<file path="src/cgc_params.svh">
// Contract
// - Offset upper word at 0x2D, reset zero
// - Offset low byte in 0x2E upper byte
// - Gain upper word at 0x2F, read-write
// - Gain low byte in 0x30, reset zero
// - Gain upper word resets to 0x8000
// - Checksum at 0x3E, read-only, reset zero
`ifndef CGC_PARAMS_SVH
`define CGC_PARAMS_SVH
`define CGC_ADDR_OFS_HI 6'h2D
`define CGC_ADDR_OFS_LO 6'h2E
`define CGC_ADDR_GAIN_HI 6'h2F
`define CGC_ADDR_GAIN_LO 6'h30
`define CGC_ADDR_CHECKSUM 6'h3E
`define CGC_ADDR_RSVD 6'h3F
`define CGC_RST_OFS_HI 16'h0000
`define CGC_RST_OFS_LO 8'h00
`define CGC_RST_GAIN_HI 16'h8000
`define CGC_RST_GAIN_LO 8'h00
`define CGC_RST_CHECKSUM 16'h0000
`define CGC_RST_RSVD 16'h0000
`define CGC_RST_RDATA 16'h0000
`define CGC_LOW_PAD 8'h00
`define CGC_UNMAPPED_READ 16'h0000
`define CGC_LOW_FIELD_MSB 15
`define CGC_LOW_FIELD_LSB 8
`define CGC_CRC_POLY 16'h1021
`define CGC_CRC_SEED 16'hFFFF
`endif

</file>
<file path="src/cgc_pkg.sv">
package cgc_pkg;
    typedef struct packed {
        logic [15:0] ofs_hi;
        logic [7:0] ofs_lo;
        logic [15:0] gain_hi;
        logic [7:0] gain_lo;
    } cgc_cal_s;
    typedef enum logic [2:0] {
        CGC_SEL_NONE,
        CGC_SEL_OFS_HI,
        CGC_SEL_OFS_LO,
        CGC_SEL_GAIN_HI,
        CGC_SEL_GAIN_LO,
        CGC_SEL_CHECKSUM,
        CGC_SEL_RSVD
    } cgc_sel_e;
endpackage

</file>
<file path="src/cgc_regs.sv">
// Chosen here: strobed register access.
`timescale 1ns/100ps
`include "cgc_params.svh"
module cgc_regs #(
    parameter int ADDR_W = 6
) (
    input wire logic sys_clk,
    input wire logic reset_n,
    input wire logic [ADDR_W-1:0] reg_addr,
    input wire logic [15:0] reg_wdata,
    input wire logic reg_wr,
    input wire logic reg_rd,
    output logic [15:0] reg_rdata,
    output logic [23:0] ch7_offset_cal,
    output logic [23:0] ch7_gain_cal,
    output logic [15:0] map_checksum
);
    // Bits covered by the map checksum, upper register first
    localparam int MAP_BITS = 48;

    // Offset correction, upper and lower parts
    logic [15:0] ofs_hi_ff;
    logic [15:0] nxt_ofs_hi;
    logic [7:0] ofs_lo_ff;
    logic [7:0] nxt_ofs_lo;

    // Gain correction, upper and lower parts
    logic [15:0] gain_hi_ff;
    logic [15:0] nxt_gain_hi;
    logic [7:0] gain_lo_ff;
    logic [7:0] nxt_gain_lo;

    // Whole calibration map, now and after this edge
    cgc_pkg::cgc_cal_s cal_now;
    cgc_pkg::cgc_cal_s nxt_cal;
    logic cal_changed;

    // Checksum state and the stage chain that feeds it
    logic [15:0] crc_ff;
    logic [15:0] nxt_crc;
    logic [MAP_BITS-1:0] map_bits;
    logic [15:0] crc_chain [0:MAP_BITS];
    logic [15:0] crc_result;

    // Reserved word
    logic [15:0] rsvd_ff;
    logic [15:0] nxt_rsvd;

    // Read data register
    logic [15:0] rdata_ff;
    logic [15:0] nxt_rdata;

    // Address decode and per-register write strobes
    cgc_pkg::cgc_sel_e wsel;
    cgc_pkg::cgc_sel_e rsel;
    logic wr_hit;
    logic wr_ofs_hi;
    logic wr_ofs_lo;
    logic wr_gain_hi;
    logic wr_gain_lo;
    logic wr_rsvd;

    // Maps a word address onto the register it selects
    function automatic cgc_pkg::cgc_sel_e decode(input logic [ADDR_W-1:0] a);
        case (a)
            `CGC_ADDR_OFS_HI: begin
                decode = cgc_pkg::CGC_SEL_OFS_HI;
            end
            `CGC_ADDR_OFS_LO: begin
                decode = cgc_pkg::CGC_SEL_OFS_LO;
            end
            `CGC_ADDR_GAIN_HI: begin
                decode = cgc_pkg::CGC_SEL_GAIN_HI;
            end
            `CGC_ADDR_GAIN_LO: begin
                decode = cgc_pkg::CGC_SEL_GAIN_LO;
            end
            `CGC_ADDR_CHECKSUM: begin
                decode = cgc_pkg::CGC_SEL_CHECKSUM;
            end
            `CGC_ADDR_RSVD: begin
                decode = cgc_pkg::CGC_SEL_RSVD;
            end
            default: begin
                decode = cgc_pkg::CGC_SEL_NONE;
            end
        endcase
    endfunction

    // Only the calibration words and the reserved word take host data;
    // the checksum and unmapped addresses refuse writes
    function automatic logic host_writable(input cgc_pkg::cgc_sel_e s);
        case (s)
            cgc_pkg::CGC_SEL_OFS_HI: begin
                host_writable = 1'b1;
            end
            cgc_pkg::CGC_SEL_OFS_LO: begin
                host_writable = 1'b1;
            end
            cgc_pkg::CGC_SEL_GAIN_HI: begin
                host_writable = 1'b1;
            end
            cgc_pkg::CGC_SEL_GAIN_LO: begin
                host_writable = 1'b1;
            end
            cgc_pkg::CGC_SEL_RSVD: begin
                host_writable = 1'b1;
            end
            cgc_pkg::CGC_SEL_CHECKSUM: begin
                host_writable = 1'b0;
            end
            default: begin
                host_writable = 1'b0;
            end
        endcase
    endfunction

    // The field of a low register sits in its upper byte
    function automatic logic [7:0] low_field(input logic [15:0] d);
        low_field = d[`CGC_LOW_FIELD_MSB:`CGC_LOW_FIELD_LSB];
    endfunction

    // Readback of a low register: field on top, read-only zeros below
    function automatic logic [15:0] low_readback(input logic [7:0] f);
        low_readback = {f, `CGC_LOW_PAD};
    endfunction

    // One shift of the checksum for one map bit
    function automatic logic [15:0] crc_step(input logic [15:0] r, input logic b);
        logic fb;
        fb = r[15] ^ b;
        crc_step = {r[14:0], 1'b0};
        if (fb) begin
            crc_step = crc_step ^ `CGC_CRC_POLY;
        end
    endfunction

    // Read and write share the address, so both decode it the same way
    assign wsel = decode(reg_addr);
    assign rsel = decode(reg_addr);
    assign wr_hit = reg_wr && host_writable(wsel);

    assign wr_ofs_hi = wr_hit && (wsel == cgc_pkg::CGC_SEL_OFS_HI);
    assign wr_ofs_lo = wr_hit && (wsel == cgc_pkg::CGC_SEL_OFS_LO);
    assign wr_gain_hi = wr_hit && (wsel == cgc_pkg::CGC_SEL_GAIN_HI);
    assign wr_gain_lo = wr_hit && (wsel == cgc_pkg::CGC_SEL_GAIN_LO);
    assign wr_rsvd = wr_hit && (wsel == cgc_pkg::CGC_SEL_RSVD);

    // Upper offset word
    always_comb begin
        nxt_ofs_hi = ofs_hi_ff;
        if (wr_ofs_hi) begin
            nxt_ofs_hi = reg_wdata;
        end
    end

    always_ff @(posedge sys_clk) begin
        if (!reset_n) begin
            ofs_hi_ff <= `CGC_RST_OFS_HI;
        end else begin
            ofs_hi_ff <= nxt_ofs_hi;
        end
    end

    // Lower offset byte; the low byte of the write is dropped
    always_comb begin
        nxt_ofs_lo = ofs_lo_ff;
        if (wr_ofs_lo) begin
            nxt_ofs_lo = low_field(reg_wdata);
        end
    end

    always_ff @(posedge sys_clk) begin
        if (!reset_n) begin
            ofs_lo_ff <= `CGC_RST_OFS_LO;
        end else begin
            ofs_lo_ff <= nxt_ofs_lo;
        end
    end

    // Upper gain word; resets to unity
    always_comb begin
        nxt_gain_hi = gain_hi_ff;
        if (wr_gain_hi) begin
            nxt_gain_hi = reg_wdata;
        end
    end

    always_ff @(posedge sys_clk) begin
        if (!reset_n) begin
            gain_hi_ff <= `CGC_RST_GAIN_HI;
        end else begin
            gain_hi_ff <= nxt_gain_hi;
        end
    end

    // Lower gain byte; the low byte of the write is dropped
    always_comb begin
        nxt_gain_lo = gain_lo_ff;
        if (wr_gain_lo) begin
            nxt_gain_lo = low_field(reg_wdata);
        end
    end

    always_ff @(posedge sys_clk) begin
        if (!reset_n) begin
            gain_lo_ff <= `CGC_RST_GAIN_LO;
        end else begin
            gain_lo_ff <= nxt_gain_lo;
        end
    end

    // The map as it stands and as it will stand after this edge
    assign cal_now.ofs_hi = ofs_hi_ff;
    assign cal_now.ofs_lo = ofs_lo_ff;
    assign cal_now.gain_hi = gain_hi_ff;
    assign cal_now.gain_lo = gain_lo_ff;
    assign nxt_cal.ofs_hi = nxt_ofs_hi;
    assign nxt_cal.ofs_lo = nxt_ofs_lo;
    assign nxt_cal.gain_hi = nxt_gain_hi;
    assign nxt_cal.gain_lo = nxt_gain_lo;

    // Reserved word: kept as written; the host owes it zeros
    always_comb begin
        nxt_rsvd = rsvd_ff;
        if (wr_rsvd) begin
            nxt_rsvd = reg_wdata;
        end
    end

    always_ff @(posedge sys_clk) begin
        if (!reset_n) begin
            rsvd_ff <= `CGC_RST_RSVD;
        end else begin
            rsvd_ff <= nxt_rsvd;
        end
    end

    // Checksum: the chain runs over the next map contents,
    // so the new value lands on the same edge as the write
    assign map_bits = {nxt_cal.ofs_hi, nxt_cal.ofs_lo, nxt_cal.gain_hi, nxt_cal.gain_lo};
    assign crc_chain[0] = `CGC_CRC_SEED;

    for (genvar i = 0; i < MAP_BITS; i++) begin : g_crc_stage
        assign crc_chain[i + 1] = crc_step(crc_chain[i], map_bits[MAP_BITS - 1 - i]);
    end

    assign crc_result = crc_chain[MAP_BITS];
    assign cal_changed = (nxt_cal != cal_now);

    always_comb begin
        nxt_crc = crc_ff;
        if (cal_changed) begin
            nxt_crc = crc_result;
        end
    end

    always_ff @(posedge sys_clk) begin
        if (!reset_n) begin
            crc_ff <= `CGC_RST_CHECKSUM;
        end else begin
            crc_ff <= nxt_crc;
        end
    end

    // Read data: registered on the strobe, held until the next read
    always_comb begin
        nxt_rdata = rdata_ff;
        if (reg_rd) begin
            case (rsel)
                cgc_pkg::CGC_SEL_OFS_HI: begin
                    nxt_rdata = ofs_hi_ff;
                end
                cgc_pkg::CGC_SEL_OFS_LO: begin
                    nxt_rdata = low_readback(ofs_lo_ff);
                end
                cgc_pkg::CGC_SEL_GAIN_HI: begin
                    nxt_rdata = gain_hi_ff;
                end
                cgc_pkg::CGC_SEL_GAIN_LO: begin
                    nxt_rdata = low_readback(gain_lo_ff);
                end
                cgc_pkg::CGC_SEL_CHECKSUM: begin
                    nxt_rdata = crc_ff;
                end
                cgc_pkg::CGC_SEL_RSVD: begin
                    nxt_rdata = rsvd_ff;
                end
                default: begin
                    nxt_rdata = `CGC_UNMAPPED_READ;
                end
            endcase
        end
    end

    always_ff @(posedge sys_clk) begin
        if (!reset_n) begin
            rdata_ff <= `CGC_RST_RDATA;
        end else begin
            rdata_ff <= nxt_rdata;
        end
    end

    // Every output is a register value, never a decode
    assign reg_rdata = rdata_ff;
    assign ch7_offset_cal = {cal_now.ofs_hi, cal_now.ofs_lo};
    assign ch7_gain_cal = {cal_now.gain_hi, cal_now.gain_lo};
    assign map_checksum = crc_ff;
endmodule // cgc_regs

</file>
<file path="config.mk">
export PLATFORM = sky130hd
export DESIGN_NAME = cgc_regs
export DESIGN_NICKNAME = d
export VERILOG_FILES = /design/src/cgc_pkg.sv /design/src/cgc_regs.sv
export VERILOG_INCLUDE_DIRS = /design/src
export SDC_FILE = /design/constraint.sdc
export NUM_CORES = 1
export LEC_CHECK = 0
export ABC_AREA = 1
export BUFFER_PORTS_ARGS = -buffer_cell sky130_fd_sc_hd__buf_4
export CORE_MARGIN = 2
export CORE_UTILIZATION = 40
export CTS_CLUSTER_SIZE = 20
export DETAILED_ROUTE_END_ITERATION = 6
export GPL_TIMING_DRIVEN = 0
export HOLD_SLACK_MARGIN = 0.05
export SKIP_LAST_GASP = 1
export SYNTH_ARGS = -nofsm -noshare
export SYNTH_HDL_FRONTEND = slang
export SYNTH_SLANG_ARGS = --single-unit
</file>
<file path="constraint.sdc">
create_clock -name sys_clk -period 2.95 [get_ports sys_clk]
set_clock_uncertainty 0.1 [all_clocks]
set_input_delay 0.4425 -clock sys_clk [delete_from_list [all_inputs] [get_ports sys_clk]]
set_output_delay 0.4425 -clock sys_clk [all_outputs]
set_load 0.1 [all_outputs]
</file>
# Word-level counts from Yosys, hierarchy flattened
# Cells that the tools add are included.
[totals]
register_bits = 96
inputBits = 26
out_inout_bits = 80
wordCells = 176
[classes]
eq_ne = 13
mux = 55
bitwise_logic = 94
n_reduce_logical = 7
[op_table]
columns = ["op", "count"]
rows = [
  ["$mux 13", 48],
  ["$not 3->3", 47],
  ["$pmux 16 s6", 1],
  ["$ne 48x48->1", 1],
  ["$xor 1x1->1", 44],
  ["$eq 6x6->1 const B", 6],
  ["$mux 16", 2],
  ["$pmux 3 s6", 1],
  ["$mux 8", 2],
  ["$eq 3x3->1 const B", 3],
  ["$eq 3x2->1 const B", 2],
  ["$logic_and 1x1->1", 6],
  ["$reduce_or 5->1", 1],
  ["$eq 3x1->1 const B", 1],
  ["$xor 1x1->1 const A", 3],
  ["$mux 1", 1],
]

# Depth between registers and ports, before layout
# Gate-level depths: netlist of the first run.
[logic_depth]
word_depth = 103
ltp_mapped = 35
depth_no_buf = 35

# Worst setup path after synthesis of the first run
# OpenSTA, ideal clock, no wires.
[synth_path]
path_kind = "register to register"
start = "reg ofs_hi_ff[15]"
end = "reg crc_ff[8], in the netlist map_checksum[8]"
setup_time_ns = 0.109
arrival_time_ns = 3.388
required_ns = 2.741
setup_slack_ns = -0.646
stages_incl_launch_ff = 30
path_buffers = 0
period_less_slack_ns = 3.596
path_cell_list = "dfxtp_1 inv_1 nand2_8 nand2_8 inv_4 nand2_2 nand2_4 nand2_2 nand3_1 nand3_1 nand2_2 nand2_1 nand2_2 nand2_2 nand2_2 nand2_1 nand2_2 nand2_1 nand2_2 nand2_2 nand2_2 nand2_1 nand2_2 inv_2 nand2_2 nand2_1 nand2_1 nand3_1 nand2_1 inv_1"
[synth_between]
elab_chain_len = 45
elab_cells_between_ends = 97
cone_classes = "eq/ne: 1; mux: 49; bitwise: 47"
[synth_rtl]
columns = ["element", "line_no", "text"]
rows = [
  ["start: declaration", "cgc_regs.sv:22", "logic [15:0] ofs_hi_ff;"],
  ["start signal: assignment", "cgc_regs.sv:159", "ofs_hi_ff <= `CGC_RST_OFS_HI;"],
  ["start signal: assignment", "cgc_regs.sv:161", "ofs_hi_ff <= nxt_ofs_hi;"],
  ["$mux 16", "cgc_regs.sv:152", "if (wr_ofs_hi) begin"],
  ["$mux 13 (7 in a row)", "cgc_regs.sv:133", "if (fb) begin"],
  ["$not 3->3 (no source line)", "n/a", ""],
  ["$mux 13", "cgc_regs.sv:133", ""],
  ["$xor 1x1->1", "cgc_regs.sv:131", "fb = r[15] ^ b;"],
  ["$mux 13 (7 in a row)", "cgc_regs.sv:133", ""],
  ["$not 3->3 (no source line)", "n/a", ""],
  ["$mux 13", "cgc_regs.sv:133", ""],
  ["[... 8 more ...]", "n/a", ""],
  ["$not 3->3 (no source line)", "n/a", ""],
  ["$mux 13", "cgc_regs.sv:133", ""],
  ["$xor 1x1->1", "cgc_regs.sv:131", ""],
  ["$mux 13 (7 in a row)", "cgc_regs.sv:133", ""],
  ["$not 3->3 (no source line)", "n/a", ""],
  ["$mux 13", "cgc_regs.sv:133", ""],
  ["$xor 1x1->1", "cgc_regs.sv:131", ""],
  ["$mux 13 (4 in a row)", "cgc_regs.sv:133", ""],
  ["end signal: assignment", "cgc_regs.sv:260", "crc_ff <= `CGC_RST_CHECKSUM;"],
  ["end signal: assignment", "cgc_regs.sv:262", "crc_ff <= nxt_crc;"],
  ["end: declaration", "cgc_regs.sv:39", "logic [15:0] crc_ff;"],
]
# Parallel ways exist; a longest one is shown, timed or not.
# A chain may end at the register's enable or synchronous reset.

# Final worst setup path of the first run
[layout_path]
start = "in reg_addr[1]"
end = "reg crc_ff[6], in the netlist map_checksum[6]"
[layout_between]
elab_chain_len = 53
elab_cells_between_ends = 143
cone_classes = "eq/ne: 12; mux: 54; bitwise: 71; reduce/logical: 6"
[layout_rtl]
columns = ["element", "line_no", "text"]
rows = [
  ["start: declaration", "cgc_regs.sv:9", "input wire logic [ADDR_W-1:0] reg_addr,"],
  ["$eq 6x6->1", "cgc_regs.sv:65", "case (a)"],
  ["$pmux 3 s6 *", "cgc_regs.sv:65", ""],
  ["$eq 3x1->1, or another cell as far along", "cgc_regs.sv:93, cgc_regs.sv:143", ""],
  ["$reduce_or 5->1 (no source line)", "n/a", ""],
  ["$mux 1", "cgc_regs.sv:93", "case (s)"],
  ["$logic_and 1x1->1", "cgc_regs.sv:141", "assign wr_hit = reg_wr && host_writable(wsel);"],
  ["$logic_and 1x1->1", "cgc_regs.sv:143", "assign wr_ofs_hi = wr_hit && (wsel == cgc_pkg::CGC_SEL_OFS_HI);"],
  ["$mux 16", "cgc_regs.sv:152", ""],
  ["[... 34 more ...]", "n/a", ""],
  ["$not 3->3 (no source line), or another cell as far along", "n/a", ""],
  ["$mux 13", "cgc_regs.sv:133", ""],
  ["$xor 1x1->1 or $mux 13 (tied branches)", "cgc_regs.sv:131, cgc_regs.sv:133", ""],
  ["$mux 13 (3 in a row)", "cgc_regs.sv:133", ""],
  ["$mux 13 or $not 3->3 (tied branches)", "n/a", ""],
  ["$mux 13", "cgc_regs.sv:133", ""],
  ["$not 3->3 (no source line) or $xor 1x1->1 (tied branches)", "n/a", ""],
  ["$mux 13 (2 in a row)", "cgc_regs.sv:133", ""],
]
# Mark *: on every way between the ends. The rest lies on a longest branch, timed or not.

==> results of run 1 <==
worst min-delay path: stages:
cell and delay [ns]:
buf_4 0.13, nand3_1 0.08, a21oi_1 0.06
flip-flops by register name, indices dropped and copies added (netlist names):
signal,flops
gain_hi_ff,16
gain_lo_ff,8
map_checksum,16
ofs_hi_ff,16
ofs_lo_ff,8
reg_rdata,16
rsvd_ff,16
layout make-up:
cell class                 instances  area [µm²]
fill                            1727        7240
multi-input combinational        858        5970
sequential                        96        1960
timing repair buffer             154        1240
inverter                         185         734
tap                              229         287
clock buffer                      10         229
buffer                            29         185
clock inverter                     5        57.6
cells in the mapped netlist (9+ instances only):
master	count	share of area, %
nand2_2	67	5.8
o21ai_1	10	0.69
nand3_2	16	2.2
nor2_1	96	5.0
inv_1	159	8.2
inv_2	21	1.1
o21ai_0	62	4.3
dfxtp_1	96	26
clkbuf_1	16	0.83
nand2_4	12	1.9
nor3_1	11	0.76
nand4_1	9	0.78
xnor2_1	9	1.1
a21oi_1	41	2.8
o22ai_1	11	0.95
o221ai_1	9	1.1
a221oi_1	9	1.1
xor2_1	18	2.2
nand2_1	296	15
nand3_1	123	8.5
kinds of logic (layout without fill, tap and decap cells):
kind of cell	count (synthesis)	count (layout)
AO/OA/AOI/OAI	176	176
XOR/XNOR	28	28
AND/OR/NAND/NOR	654	654
flip-flops	96	96
buffers and inverters	214	383
layout by cell type (no fill, tap or decap), types with 11 or more instances in the layout:
| master | instances |
|---|---|
| nand2_1 | 223 |
| buf_4 | 148 |
| inv_1 | 142 |
| nor2_1 | 89 |
| nand3_1 | 86 |
| dfxtp_1 | 75 |
| nand2_4 | 71 |
| nand2_2 | 71 |
| o21ai_0 | 56 |
| nand3_4 | 40 |
| a21oi_1 | 35 |
| inv_2 | 31 |
| dfxtp_2 | 18 |
| clkbuf_1 | 17 |
| nand3_2 | 14 |
| nand2_8 | 12 |
| o22ai_1 | 11 |
metrics by stage:
step | utilization, % | total power, µW | TNS (ns)
final | 59.5 | 6210 | -7.70
after global routing | 59.5 | 6480 | -10.97
after CTS | 57.1 | 6000 | -6.23
after detailed placement | 48.7 | 4210 | -16.76
after global placement | 48.7 | 4180 | -16.41
after floorplan | - | 3580 | -2.80
power by group:
part | internal [µW] | switching (µW)
Sequential | 1400 | 128
Clock | 655 | 563
Combinational | 1050 | 2410
per-layer routing:
layer	global-route usage (%)	share of wire (%)	wire (µm)	vias to the layer above
li1	-	-	-	4122
met3	3.73	8.4	2570	68
met5	0	0	0	-
met4	11.6	3.3	1000	0
met1	40.8	41	12600	4050
met2	51.2	47	14300	415
final timing paths:
path / to / startpoint / cells past startpoint / slack [ns]
worst max-delay path: map_checksum[6] / reg_addr[1] / 33 / -0.58
worst min-delay path: rsvd_ff[15] / reg_wdata[15] / 3 / 0.29
worst max register to register: map_checksum[6] / ofs_hi_ff[12] / 31 / -0.35
worst min register to register: rsvd_ff[5] / rsvd_ff[5] / 2 / 0.35
timing repair:
item / CTS / global route
resized for setup: 203 / 65
setup endpoints to repair: 16 / 16
hold buffers: 0 / 0
gates cloned: 1 / 0
setup buffers: 32 / 16
pin swaps: 72 / 37
==> impl_metrics.yaml, run 1 <==
flow_run:
  maxCapViolCount: 0
detailed_routing:
  routedWlPerCell_um: 19.4
  firstDrtPassIters: 5
  via_count: 8655
  ant_nets: 0
  drc_errors: 0
  viasPerCell: 5.53
  dr.first_iter.drc_count: 923
  routed_wl_um: 30500
clock_network:
  cts_buffers: 9
  clk_latency_ns: 0.36
  cts.htree.levels: 3
  clk_pin_slew_worst_paths_ns: 0.07
  cts_tree: "built"
  cts-root-buf: "clkbuf_16"
  cts_buffer_depth: 2
  cts.sinks: 96
timing:
  max_freq_mhz: 283
  whs_ns: 0.293
  hold_violations: 0
  worst_slack_ns: -0.579
  slew_headroom_pct: 58.1
  setup_viol: 16
  post-route-period-util_pct: 120
  worstMarginPinSlew_ns: 0.625
  final_max_slew_viol_count: 0
  min_period_ns: 3.53
  grt_setup_unrepaired: "true"
outcome:
  violations: "setup timing"
  status: "finished, violations left"
setup_path:
  cpMostUsedCell: "nand2_4"
  critPathSlowestCell: "nand2_8"
  worstPathRequired_ns: 3.12
  crit_path_max_fanout: 10
  crit_type: "input pin to register"
  slowest_delay_ns: 0.20
  crit_buf_inv: 6
  path_delay_family: "simple AND/OR/NAND/NOR gates"
  worstPathArrival_ns: 3.70
  critPathCaptureType: "register"
  cp-start-kind: "input pin"
floorplan:
  pin_count: 106
  die_w_um: 139
  dieArea_um2: 19200
  core_um2: 17900
  rows: 49
  die_y_um: 139
  initial_core_util_pct: 40.6
final_layout:
  nets: 1359
  area_growth_pct: 46.8
  insertedDiodeCount: 0
  stdcell_area_um2: 10700
  layout-drive-gt1-share_pct: 38.4
  finalNonFillerCells: 1566
logic_synthesis:
  synth-adder-area-share_pct: 0
  synth_nets: 1194
  synth_compound_area_share_pct: 14.8
  synth_edf_count: 0
  ys_seq_area_share_pct: 26.5
  ys_warn_count: 0
  synth_top_family_by_area: "simple AND/OR/NAND/NOR gates"
  syn_area_um2: 7260
  ys_async_sr_fraction_pct: 0
  yosys.area_share.simple_pct: 43.5
  syn-instance-count: 1168
  syn-mean-instance-area_um2: 6.22
  synthMuxAreaShare_pct: 0
  synth-xor-area-share_pct: 3.48
  ys_ff_latch: 96
  ys_types: 47
  synthFlopType: "dfxtp_1"
placement:
  dp_hpwl_um: 23100
  dp.cells: 1502
  pre_cts_ws_ns: -1.09
  io_buffers: 105
  placed_area_um2: 8720
  gp_congestion: 0.987
pwr:
  power_density_nw_per_um2: 582
  ir_drop_mv: 1.05
  leakagePower_uw: 0.00500
global_route:
  grt_pass1_wl_um: 45800
  overflow: 0
  track_usage_pct: 30.7
  grt_start_max_net_pins: 16
  grt_pass1_vias: 8136
  antenna_found_initial: 0
worst_hold_path:
  min_path_type: "input pin to register"
Power figures use the tool's default switching activity.
==> run 2, diff against run 1 <==
--- a/config.mk
+++ b/config.mk
@@ -6,8 +6,9 @@
 export SDC_FILE = /design/constraint.sdc
 export NUM_CORES = 1
 export LEC_CHECK = 0
-export ABC_AREA = 1
+export ABC_CLOCK_PERIOD_IN_PS = 2950
 export BUFFER_PORTS_ARGS = -buffer_cell sky130_fd_sc_hd__buf_4
+export CORE_ASPECT_RATIO = 1.25
 export CORE_MARGIN = 2
 export CORE_UTILIZATION = 40
 export CTS_CLUSTER_SIZE = 20
==> run 2 against run 1 <==
Effect of this change:
- the run still ends with setup timing left
- register-to-register slack worse by 0.26 ns
- sequential share of layout area up 1.7 points
- core utilization fell by 1.1 points
- via count down 25%
- final cell count shrank 25%
- final area is 6.9% lower
- setup slack worse by 0.033 ns
- maximum frequency shrank 0.93%
- power shrank 24%
==> impl_metrics.yaml, run 2 <==
placement:
  gp_congestion: 0.927
  dp.cells: 1079
  io_buffers: 94
  dp_hpwl_um: 19100
floorplan:
  rows: 53
  die_w_um: 122
  die_y_um: 152
  dieArea_um2: 18500
  initial_core_util_pct: 41.1
  pin_count: 106
  core_um2: 17000
timing:
  max_freq_mhz: 281
  final_max_slew_viol_count: 0
  hold_violations: 0
  grt_setup_unrepaired: "true"
  post-route-period-util_pct: 121
  worst_slack_ns: -0.612
  slew_headroom_pct: 46.5
  min_period_ns: 3.56
  setup_viol: 16
  worstMarginPinSlew_ns: 0.802
flow_run:
  maxCapViolCount: 0
setup_path:
  crit_path_max_fanout: 7
  crit_type: "register to register"
  critPathCaptureType: "register"
  critPathSlowestCell: "or4b_4"
  slowest_delay_ns: 0.50
  rr_endpoint: "map_checksum[13]"
  r2r_slack_ns: -0.61
  path_cells: "or4b_4 -> a2111oi_4 -> a211oi_2 -> xnor2_2 -> buf_4 -> xnor2_2 -> xnor3_2 -> xnor3_2 -> xnor3_2 -> xnor2_4 -> xnor2_1 -> o21ai_1"
  cp-start-kind: "register"
  worstPathArrival_ns: 3.73
  worstReg2RegStart: "ofs_hi_ff[12]"
  r2r_cells: 12
  worstPathRequired_ns: 3.12
  cpMostUsedCell: "xnor3_2"
worst_hold_path:
  whs_path_depth: 3
  min_path_type: "input pin to register"
  hold_end: "reg_rdata[8]"
  hold_start: "reset_n"
logic_synthesis:
  syn-mean-instance-area_um2: 9.11
  synth.area.top_cells: "dfxtp_1, xnor2_1, mux2i_1"
  ys_warn_count: 0
  synth_edf_count: 0
  synth_nets: 791
  ys_async_sr_fraction_pct: 0
  post-synth-top-count-cell: "xnor2_1"
  ys_seq_area_share_pct: 27.6
  syn-instance-count: 765
  syn_area_um2: 6970
  ys_ff_latch: 96
  synthFlopType: "dfxtp_1"
  ys_types: 53
  synth_top_area_share_pct: 27.6
  yosys-top-cells-count: "xnor2_1, nor2_1, dfxtp_1"
  yosys.area.top_type: "dfxtp_1"
final_layout:
  area_growth_pct: 42.3
  n_fill_cell: 1510
  multi_input_area_um2: 5470
  final_common_cell: "buf_4"
  final_cell_mix: "buf_4, nor2_1, dfxtp_1"
  finalNonFillerCells: 1177
  layout-drive-gt1-share_pct: 38.2
  fin_util_pct: 58.4
  register_area_um2: 1990
  nets: 978
  insertedDiodeCount: 0
detailed_routing:
  routedWlPerCell_um: 22.5
  dr.first_iter.drc_count: 610
  drc_errors: 0
  routed_wl_um: 26400
  firstDrtPassIters: 5
  viasPerCell: 5.51
  via_count: 6480
  ant_nets: 0
clock_network:
  clk_pin_slew_worst_paths_ns: 0.08
  cts.htree.levels: 3
  cts_buffers: 9
  cts.sinks: 96
  cts_tree: "built"
  cts-root-buf: "clkbuf_16"
  cts_buffer_depth: 2
  clk_latency_ns: 0.37
global_route:
  grt_pass1_wl_um: 38300
  grt_pass1_vias: 6094
  overflow: 0
  use_met1_pct: 37.8
  grt_busiest_layer: "met2"
  grt_use_met2_pct: 45.5
  track_usage_pct: 28.6
  use_met3_pct: 3.93
  antenna_found_initial: 0
  grt_start_max_net_pins: 21
pwr:
  power_density_nw_per_um2: 473
  ir_drop_mv: 0.281
  leakagePower_uw: 0.00431
outcome:
  status: "finished, violations left"
  violations: "setup timing"
==> run 2: through the flow <==
stage	setup slack [ns]	total power, µW	setup TNS, ns	area, µm²	hold WS, ns
final	-0.612	4700	-7.73	9920	0.260
after global routing	-0.721	4840	-9.54	9920	0.281
after CTS	-0.669	4590	-8.20	9540	0.256
after detailed placement	-1.73	3060	-24.79	8190	0.379
after global placement	-1.67	3050	-24.31	8190	0.369
after floorplan	-0.794	2690	-8.84	7200	0.363
==> run 2: critical path, delay by kind of cell, from the launching register on <==
kind	cells	cell delay, ns
buffers and inverters	1	0.17
AND/OR/NAND/NOR	1	0.50
XOR/XNOR	7	1.74
flip-flops	1	0.40
AO/OA/AOI/OAI	3	0.53
==> run 2: cell type report <==
cell class	instances	area share, %
multi-input cells	592	55.1
flip-flops and latches	96	20.0
repair buffers	184	15.2
plain buffers	52	3.00
well taps	220	2.77
clock buffers	9	2.27
clock inverters	7	0.870
inverters	17	0.681
==> run 2: power breakdown <==
part / leakage (µW) / total, µW / internal, µW / switching [µW]
registers: 0.000793 / 1420 / 1350 / 77.7
clock network: 0.000151 / 1240 / 611 / 634
logic: 0.00337 / 2030 / 838 / 1190
==> run 2: timing repair <==
action                                  in CTS  in global routing
endpoints found under the setup margin      16                 26
buffers inserted                            67                 26
hold buffers                                 0                  0
resized for setup                          115                 44
pin swaps                                   54                 26
==> run 2: how the worst max path moves through the flow <==
stage,from,end,slack (ns),depth (start not counted)
floorplan,ofs_hi_ff[13],map_checksum[7],-0.79,12
global placement,reg_wdata[4],map_checksum[7],-1.67,12
finish,ofs_hi_ff[12],map_checksum[13],-0.61,12
global route,ofs_lo_ff[4],map_checksum[13],-0.72,12
CTS,ofs_hi_ff[12],map_checksum[13],-0.67,11
detailed placement,reg_wdata[4],map_checksum[7],-1.73,12
==> run 2: cells by family (layout without fill, tap and decap cells) <==
family / Yosys count / count (layout) / synth area share, %
xor+xnor: 196 / 196 / 32.3
buf+inv: 77 / 269 / 4.51
flops: 96 / 96 / 27.6
compound gates: 126 / 126 / 10.8
simple gates: 178 / 178 / 10.8
mux: 92 / 92 / 13.9
==> run 2: routing by layer <==
layer,share of wire [%],routed length [µm]
met2,47,12400
met4,5.1,1340
met5,0,0
met3,8.2,2180
met1,40,10600
